### src/csi_defines.vh
// Purpose: Shared constants of the clock status and interrupt unit.
// Assumes: Eight-bit registers reached over the three-wire serial control port.
// Notes: Offsets, bit positions, masks and reset values are defined here.
`ifndef CSI_DEFINES_VH
`define CSI_DEFINES_VH

// Register offsets on the serial control port.
`define CSI_ADDR_IRQ_EN_LOCK_LOS 7'h68
`define CSI_ADDR_IRQ_EN_REF_HOLD 7'h69
`define CSI_ADDR_LATCHED_LOCK_LOS 7'h6c
`define CSI_ADDR_LIVE_SEL_LOCK_LOS 7'h6d
`define CSI_ADDR_LATCHED_REF_HOLD 7'h6e
`define CSI_ADDR_LIVE_CAL_REF_HOLD 7'h6f

// Bit positions shared by the enable, latched and live registers; cal and select are bits of the live registers only.
`define CSI_BIT_SYNTH 5
`define CSI_BIT_JITTER 4
`define CSI_BIT_INPUT1 1
`define CSI_BIT_INPUT0 0
`define CSI_BIT_REF 1
`define CSI_BIT_HOLD 0
`define CSI_BIT_CAL 2
`define CSI_SEL_HI 7
`define CSI_SEL_LO 6

// Implemented bits of each enable and latched register; all other bits of those read as zero.
`define CSI_MASK_LOCK_LOS 8'h33
`define CSI_MASK_REF_HOLD 8'h03

// Reset values: enables off, latched flags show no event.
`define CSI_RST_ENABLE 8'h00
`define CSI_RST_LATCHED_LOCK_LOS 8'h33
`define CSI_RST_LATCHED_REF_HOLD 8'h03
`define CSI_RST_READ_DATA 8'h00

// Serial frame: one direction bit, seven address bits, eight data bits.
`define CSI_HDR_LAST_BIT 4'h7
`define CSI_FRAME_LAST_BIT 4'hf
`define CSI_BITCNT_RST 4'h0

`endif

### src/csi_status_irq_note_end.v
`timescale 1ns/1ps

### src/csi_pin_sync.v
// Purpose: Three-stage synchroniser with agreement filter for inputs from other domains.
// Assumes: Each bit is independent; multi-bit codes may settle a cycle apart.
// Notes: The output only moves once stages two and three agree on a bit.
`timescale 1ns/1ps
`default_nettype none

module csi_pin_sync #(
  parameter WIDTH = 1,
  parameter [WIDTH-1:0] INIT = {WIDTH{1'b0}}
) (
  input wire clk_sys,
  input wire rst,
  input wire clkEn,
  input wire [WIDTH-1:0] asyncIn,
  output reg [WIDTH-1:0] syncOut
);

  reg [WIDTH-1:0] stage1_q;
  reg [WIDTH-1:0] stage2_q;
  reg [WIDTH-1:0] stage3_q;
  wire [WIDTH-1:0] agree;

  // Stage one is read by stage two only, so metastability never reaches logic.
  assign agree = ~(stage2_q ^ stage3_q);

  // Chain and filter; a lone glitch that splits stages two and three is ignored.
  always @(posedge clk_sys or posedge rst) begin
    if (rst) begin
      stage1_q <= INIT;
      stage2_q <= INIT;
      stage3_q <= INIT;
      syncOut <= INIT;
    end else if (clkEn) begin
      stage1_q <= asyncIn;
      stage2_q <= stage1_q;
      stage3_q <= stage2_q;
      syncOut <= (syncOut & ~agree) | (stage3_q & agree);
    end
  end

endmodule

`default_nettype wire

### src/csi_status_irq.v
// Purpose: Status latching and active-low interrupt of a dual-PLL clock conditioner.
// Assumes: Status levels and serial port pins are asynchronous to clk_sys.
// Notes: Serial frames are oversampled, so the serial clock must stay well below clk_sys/8.
`timescale 1ns/1ps
`default_nettype none
`include "csi_defines.vh"

module csi_status_irq (
  input wire clk_sys,
  input wire rst,
  input wire clkEn,
  input wire spiSclk,
  input wire spiCsLow,
  input wire spiSdioIn,
  output reg spiSdioOut,
  output reg spiSdioOe,
  input wire synthUnlockLiveLow,
  input wire jitterPllUnlockLiveLow,
  input wire [1:0] inputLosLive,
  input wire referencePresentLive,
  input wire holdoverLiveLow,
  input wire synthCalibrationActive,
  input wire [1:0] selectedInputCode,
  output reg irqOutLow
);

  wire sclkF;
  wire csLowF;
  wire sdioF;
  wire synthLiveF;
  wire jitterLiveF;
  wire [1:0] losLiveF;
  wire refLiveF;
  wire holdLiveF;
  wire calLiveF;
  wire [1:0] selF;
  reg sclkPrev_q;
  reg [3:0] bitCnt_q;
  reg [7:0] shiftIn_q;
  reg [6:0] addr_q;
  reg isRead_q;
  reg [7:0] readShift_q;
  reg [7:0] enLockLos_q;
  reg [7:0] enRefHold_q;
  reg [7:0] latchLockLos_q;
  reg [7:0] latchRefHold_q;
  reg [7:0] latchLockLos_d;
  reg [7:0] latchRefHold_d;
  wire csActive;
  wire sclkRise;
  wire sclkFall;
  wire wrStrobe;
  wire [7:0] wrData;
  wire [7:0] liveLockLos;
  wire [7:0] liveCalRefHold;
  wire [7:0] eventLockLos;
  wire [7:0] eventRefHold;
  wire irqOutLow_d;

  // Serial port pins, filtered so an edge counts once and only once.
  csi_pin_sync #(
    .WIDTH(3),
    .INIT(3'b010)
  ) uPortSync (
    .clk_sys(clk_sys),
    .rst(rst),
    .clkEn(clkEn),
    .asyncIn({spiSclk, spiCsLow, spiSdioIn}),
    .syncOut({sclkF, csLowF, sdioF})
  );

  // Status levels; live-low inputs start high so reset raises no false event.
  csi_pin_sync #(
    .WIDTH(9),
    .INIT(9'h03f)
  ) uStatusSync (
    .clk_sys(clk_sys),
    .rst(rst),
    .clkEn(clkEn),
    .asyncIn({selectedInputCode, synthCalibrationActive, synthUnlockLiveLow,
      jitterPllUnlockLiveLow, inputLosLive, referencePresentLive, holdoverLiveLow}),
    .syncOut({selF, calLiveF, synthLiveF, jitterLiveF, losLiveF, refLiveF, holdLiveF})
  );

  // Live status images as software reads them.
  assign liveLockLos = {selF, synthLiveF, jitterLiveF, 2'b00, losLiveF};
  assign liveCalRefHold = {5'b00000, calLiveF, refLiveF, holdLiveF};

  // A live bit at 0 is an event; inverting the whole image keeps one bit order.
  assign eventLockLos = ~liveLockLos & `CSI_MASK_LOCK_LOS;
  assign eventRefHold = ~liveCalRefHold & `CSI_MASK_REF_HOLD;

  // Register read mux; unmapped and reserved bits read zero.
  function [7:0] regRead;
    input [6:0] addr;
    input [7:0] enA;
    input [7:0] enB;
    input [7:0] latA;
    input [7:0] latB;
    input [7:0] liveA;
    input [7:0] liveB;
    begin
      case (addr)
        `CSI_ADDR_IRQ_EN_LOCK_LOS: regRead = enA;
        `CSI_ADDR_IRQ_EN_REF_HOLD: regRead = enB;
        `CSI_ADDR_LATCHED_LOCK_LOS: regRead = latA;
        `CSI_ADDR_LIVE_SEL_LOCK_LOS: regRead = liveA;
        `CSI_ADDR_LATCHED_REF_HOLD: regRead = latB;
        `CSI_ADDR_LIVE_CAL_REF_HOLD: regRead = liveB;
        default: regRead = `CSI_RST_READ_DATA;
      endcase
    end
  endfunction

  // Frame decode: the write lands on the last rising edge of a write frame.
  assign csActive = ~csLowF;
  assign sclkRise = csActive & sclkF & ~sclkPrev_q;
  assign sclkFall = csActive & ~sclkF & sclkPrev_q;
  assign wrStrobe = sclkRise & ~isRead_q & (bitCnt_q == `CSI_FRAME_LAST_BIT);
  assign wrData = {shiftIn_q[6:0], sdioF};

  // Serial shifter; reads snapshot the register after the address byte.
  always @(posedge clk_sys or posedge rst) begin
    if (rst) begin
      sclkPrev_q <= 1'b0;
      bitCnt_q <= `CSI_BITCNT_RST;
      shiftIn_q <= `CSI_RST_READ_DATA;
      addr_q <= 7'h00;
      isRead_q <= 1'b0;
      readShift_q <= `CSI_RST_READ_DATA;
      spiSdioOut <= 1'b0;
      spiSdioOe <= 1'b0;
    end else if (clkEn) begin
      sclkPrev_q <= sclkF;
      if (!csActive) begin
        bitCnt_q <= `CSI_BITCNT_RST;
        isRead_q <= 1'b0;
        spiSdioOe <= 1'b0;
      end else begin
        if (sclkRise) begin
          shiftIn_q <= wrData;
          bitCnt_q <= bitCnt_q + 4'h1;
          if (bitCnt_q == `CSI_HDR_LAST_BIT) begin
            addr_q <= wrData[6:0];
            isRead_q <= shiftIn_q[7 - 1];
            readShift_q <= regRead(wrData[6:0], enLockLos_q, enRefHold_q,
              latchLockLos_q, latchRefHold_q, liveLockLos, liveCalRefHold);
          end
        end
        // Read data changes on falling edges so the host samples it on rising ones.
        if (sclkFall && isRead_q && bitCnt_q > `CSI_HDR_LAST_BIT) begin
          spiSdioOut <= readShift_q[7];
          readShift_q <= {readShift_q[6:0], 1'b0};
          spiSdioOe <= 1'b1;
        end
      end
    end
  end

  // Latched flags: write 1 restores 1, but a live event in the same cycle wins.
  always @* begin
    latchLockLos_d = latchLockLos_q;
    latchRefHold_d = latchRefHold_q;
    if (wrStrobe && addr_q == `CSI_ADDR_LATCHED_LOCK_LOS) begin
      latchLockLos_d = latchLockLos_q | (wrData & `CSI_MASK_LOCK_LOS);
    end
    if (wrStrobe && addr_q == `CSI_ADDR_LATCHED_REF_HOLD) begin
      latchRefHold_d = latchRefHold_q | (wrData & `CSI_MASK_REF_HOLD);
    end
    latchLockLos_d = latchLockLos_d & ~eventLockLos;
    latchRefHold_d = latchRefHold_d & ~eventRefHold;
  end

  // Enable and latched registers.
  always @(posedge clk_sys or posedge rst) begin
    if (rst) begin
      enLockLos_q <= `CSI_RST_ENABLE;
      enRefHold_q <= `CSI_RST_ENABLE;
      latchLockLos_q <= `CSI_RST_LATCHED_LOCK_LOS;
      latchRefHold_q <= `CSI_RST_LATCHED_REF_HOLD;
    end else if (clkEn) begin
      if (wrStrobe && addr_q == `CSI_ADDR_IRQ_EN_LOCK_LOS) begin
        enLockLos_q <= wrData & `CSI_MASK_LOCK_LOS;
      end
      if (wrStrobe && addr_q == `CSI_ADDR_IRQ_EN_REF_HOLD) begin
        enRefHold_q <= wrData & `CSI_MASK_REF_HOLD;
      end
      latchLockLos_q <= latchLockLos_d;
      latchRefHold_q <= latchRefHold_d;
    end
  end

  // A pending flag is an enabled latched bit at 0; the reference flag only
  // changes away from 1 through a loss, so this also covers its change case.
  assign irqOutLow_d = ~(|(enLockLos_q & ~latchLockLos_q & `CSI_MASK_LOCK_LOS) |
    |(enRefHold_q & ~latchRefHold_q & `CSI_MASK_REF_HOLD));

  // Registered so the pin never glitches while flags and enables change together.
  always @(posedge clk_sys or posedge rst) begin
    if (rst) begin
      irqOutLow <= 1'b1;
    end else if (clkEn) begin
      irqOutLow <= irqOutLow_d;
    end
  end

endmodule

`default_nettype wire

### config.mk
export PLATFORM = sky130hd
export DESIGN_NAME = csi_status_irq
export DESIGN_NICKNAME = d
export VERILOG_FILES = /design/src/csi_status_irq_note_end.v /design/src/csi_pin_sync.v /design/src/csi_status_irq.v
export VERILOG_INCLUDE_DIRS = /design/src
export SDC_FILE = /design/constraint.sdc
export NUM_CORES = 1
export LEC_CHECK = 0
export ABC_AREA = 1
export BUFFER_PORTS_ARGS = -buffer_cell sky130_fd_sc_hd__buf_2
export CAP_MARGIN = 20
export CORE_MARGIN = 5
export CORE_UTILIZATION = 28
export CTS_CLUSTER_DIAMETER = 200
export CTS_CLUSTER_SIZE = 10
export DETAILED_ROUTE_END_ITERATION = 7
export GPL_TIMING_DRIVEN = 0
export PLACE_DENSITY = 0.43
export SYNTH_ARGS = -nofsm -noshare
export SYNTH_HDL_FRONTEND = slang
export SYNTH_HIERARCHICAL = 1
export SYNTH_SLANG_ARGS = --single-unit
### constraint.sdc
create_clock -name clk_sys -period 1.3 [get_ports clk_sys]
set_input_delay 0.065 -clock clk_sys [delete_from_list [all_inputs] [get_ports clk_sys]]
set_output_delay 0.065 -clock clk_sys [all_outputs]
set_load 0.05 [all_outputs]
==> impl_results.md <==
- Height of the chip: 134 um
- Type of element capturing the critical path: flop
- Std-Cell Core Area: ~15000 um^2
- Non-Filler Instances: roughly 800
- Number of vias per cell: between 4 and 5
- Capturing point of the worst reg2reg path: latchLockLos_q[5]
- Max-slew headroom at the worst pin: approximately half
- Sequential area share after synthesis: 54.2%
- Maximum number of pins on one net before global-route repair: 37
- Unrepaired setup endpoints after global routing: yes
- Number of buffers created by CTS: 9
- Synthesis warning total: 6
- Post-layout worst setup margin: -162 ps
- Highest clock frequency the design can meet: just under 0.7 GHz
- Register bit total from synthesis: between 90 and 100
- Total via count in the routed design: 3461
- Initial drt markers: 206
- Deepest clock path buffer count: 2
- Worst slack after detailed placement: -299 ps
- Number of standard-cell rows in the floorplan: 45
- Synthesis-to-finish area growth: 29.4%
- Number of global-route vias before repair: 3486
- Per-instance average area after synthesis: about 8 um^2
- End point of the worst hold path: uPortSync/stage3_q[1]
- Count of flip-flops with a built-in enable after synthesis: 0
- Drt total wl: about 10000 um
- First element of the critical path: addr_q[1]
- First-pass DRT Iterations: 4
- Number of remaining DRC errors: 0
- Grt total ovfl: 0
- Die footprint: between 15000 and 20000 um^2
- WS Path Type: reg2reg
- Clk sinks: 91
- Min Tclk post-route: around 1500 ps
- Filler cell count: 1558
- Register clock-pin slew on the reported worst setup and hold paths: ~60 ps
- Detail Placement HPWL: 6870 um
- Async set-reset flop share out of synthesis: 100%
- Tcrit/Tclk final: 112%
- Post-synth cell types: 31
- ANT nets after route: 0
- GRT Overall Usage: approximately an eighth
- Hold-critical path depth: 3
- Dpl cells: around 730
- Worst hold slack: 62.1 ps
- Clock latency reported for the late side of the worst-skew pair: around 340 ps
- Final net count: approximately 610
- TritonCTS clock tree: done
- Final routed wire length divided by cell count: between 10 and 15 um
- Critical Path Max Stage Delay: approximately 400 ps
- Violated checks: setup timing
- Number of port buffers: 17
- Worst EP required: ~1600 ps
- Synthesized Nets: 538
- Post-layout utilization of the core: approximately 37%
- Crit path cell chain: inv_1, nand2_1, nor3_2, nand4_1, a21oi_1
- Number of antenna violations at the first check in global routing: 0
- Cell depth of the worst flop-to-flop path: 5
- Clock tree root buffer cell: sky130_fd_sc_hd__clkbuf_16
- Worst Path Arrival: around 1700 ps
- Total of endpoints with negative setup slack in the final report: 35
- Maximum vdd ir drop: around 0.001 V
- Post-synthesis instance area: between 4000 and 5000 um^2
- Worst-margin pin slew: around 750 ps
- Proportion of layout cells with a drive suffix above 1: 30.3%
- Ports placed on the boundary: 18
- Cell at the slowest stage of the critical path: sky130_fd_sc_hd__dfrtp_1
- Type of element launching the critical path: flop
- Routability congestion estimate: 0.840
- Worst hold path type: in2reg
- Leakage power of the design: around 2.6 nW
- Die width: ~130 um
- Count of maximum capacitance violations: 0
- Critical-path maximum fanout: 4
- Final-report max-slew violation count: 0
- Mapped Cells: 522
- Fin Clk Skew: ~3 ps
- Flip-flop cell with the highest count after synthesis: sky130_fd_sc_hd__dfrtp_1
- Hold Fails Final Rpt: 0
- Wire length of the first global-routing pass: 17300 um
- # diodes: 0
- Pwr dens: 1430 nW/um^2
- Reg-to-Reg Start: addr_q[1]
- Initial standard-cell utilization of the core: approximately 28%
- HP Start: clkEn
- Power Total: between 7 and 8 mW
- Result of the run: finished with violations
- Register-to-Register Setup Slack: -160 ps
- H-tree depth: 3
==> critical path, delay by kind of cell (launching register included) <==
family                 cells  cell delay, ps
AND/OR/NAND/NOR            3             670
flip-flops                 1             390
AO/OA/AOI/OAI              1             180
buffers and inverters      1             140
==> cells in the final DEF, fill, tap and decap left out, types with 5 or more instances in the layout <==
master,count
sky130_fd_sc_hd__a21oi_1,15
sky130_fd_sc_hd__a21oi_2,7
sky130_fd_sc_hd__buf_2,19
sky130_fd_sc_hd__buf_4,18
sky130_fd_sc_hd__buf_6,19
sky130_fd_sc_hd__clkbuf_16,9
sky130_fd_sc_hd__dfrtp_1,53
sky130_fd_sc_hd__dfstp_2,35
sky130_fd_sc_hd__dlygate4sd3_1,13
sky130_fd_sc_hd__inv_1,71
sky130_fd_sc_hd__inv_2,12
sky130_fd_sc_hd__nand2_1,141
sky130_fd_sc_hd__nand2_2,20
sky130_fd_sc_hd__nand3_1,29
sky130_fd_sc_hd__nand4_1,5
sky130_fd_sc_hd__nor2_1,27
sky130_fd_sc_hd__nor2_4,7
sky130_fd_sc_hd__o21ai_0,22
sky130_fd_sc_hd__o21ai_1,27
==> routing by layer <==
metal  track usage [%]  up-vias  share of wire, %
li1                  -     1769                 -
met1              16.1     1631                49
met2              18.8       47                47
met3              3.63       14               3.1
met4              3.54        0               1.6
met5                 0        -                 0
==> cell type report <==
cell class,instances,area (um^2),share of cell area [%]
plain buffers,14,130,2.35
clock buffers,10,229,4.13
clock inverters,6,90.1,1.63
inverters,86,333,6.01
multi-input cells,331,1730,31.3
flip-flops and latches,91,2320,42.0
well taps,188,235,4.25
repair buffers,56,464,8.38
==> report_power, final <==
| group | switching, mW | leakage (nW) | total [mW] | internal (mW) |
|---|---|---|---|---|
| logic | 0.942 | 1.37 | 1.53 | 0.584 |
| clock network | 1.12 | 0.153 | 2.81 | 1.69 |
| registers | 0.320 | 1.09 | 3.61 | 3.29 |
==> Yosys cell counts (6+ instances only) <==
master	n	area share, %
sky130_fd_sc_hd__nand2_1	156	14
sky130_fd_sc_hd__inv_1	79	6.9
sky130_fd_sc_hd__dfrtp_1	56	33
sky130_fd_sc_hd__dfstp_2	35	21
sky130_fd_sc_hd__o21ai_0	35	4.1
sky130_fd_sc_hd__nand3_1	34	4.0
sky130_fd_sc_hd__nor2_1	33	2.9
sky130_fd_sc_hd__a21oi_1	20	2.3
sky130_fd_sc_hd__o21ai_1	19	2.2
sky130_fd_sc_hd__inv_2	6	0.53
sky130_fd_sc_hd__nand2_2	6	0.88
==> metrics by stage <==
stage / cell area, um^2 / setup TNS (ps)
after floorplan: 4300 / -80.1
after global placement: 4620 / -27130
after detailed placement: 4640 / -6090
after CTS: 5410 / -3710
after global routing: 5540 / -6830
final: 5540 / -3780
==> cells by family (layout without fill, tap and decap cells) <==
family / after synthesis / in the layout / synth area share (%)
xor+xnor: 1 / 1 / 0.205
flops: 91 / 91 / 54.2
simple gates: 247 / 247 / 25.0
fa+ha+maj: 1 / 1 / 0.292
buf+inv: 100 / 172 / 10.2
compound gates: 82 / 82 / 10.1
==> worst max path at each step <==
stage	end	slack [ps]	cells after the start
floorplan	readShift_q[4]	-20	8
global placement	readShift_q[3]	-510	2
detailed placement	readShift_q[5]	-300	7
CTS	enLockLos_q[1]	-160	8
global route	enRefHold_q[0]	-260	8
finish	latchLockLos_q[5]	-160	5
==> repair_timing <==
action | in CTS | in global routing
setup buffers | 21 | 3
gates cloned | 2 | 0
gates resized for setup | 50 | 43
endpoints found under the setup margin | 36 | 40
hold buffers | 13 | 0
endpoints found under the hold margin | 43 | 0
pin swaps | 16 | 11
(Power assumes the default switching activity.)
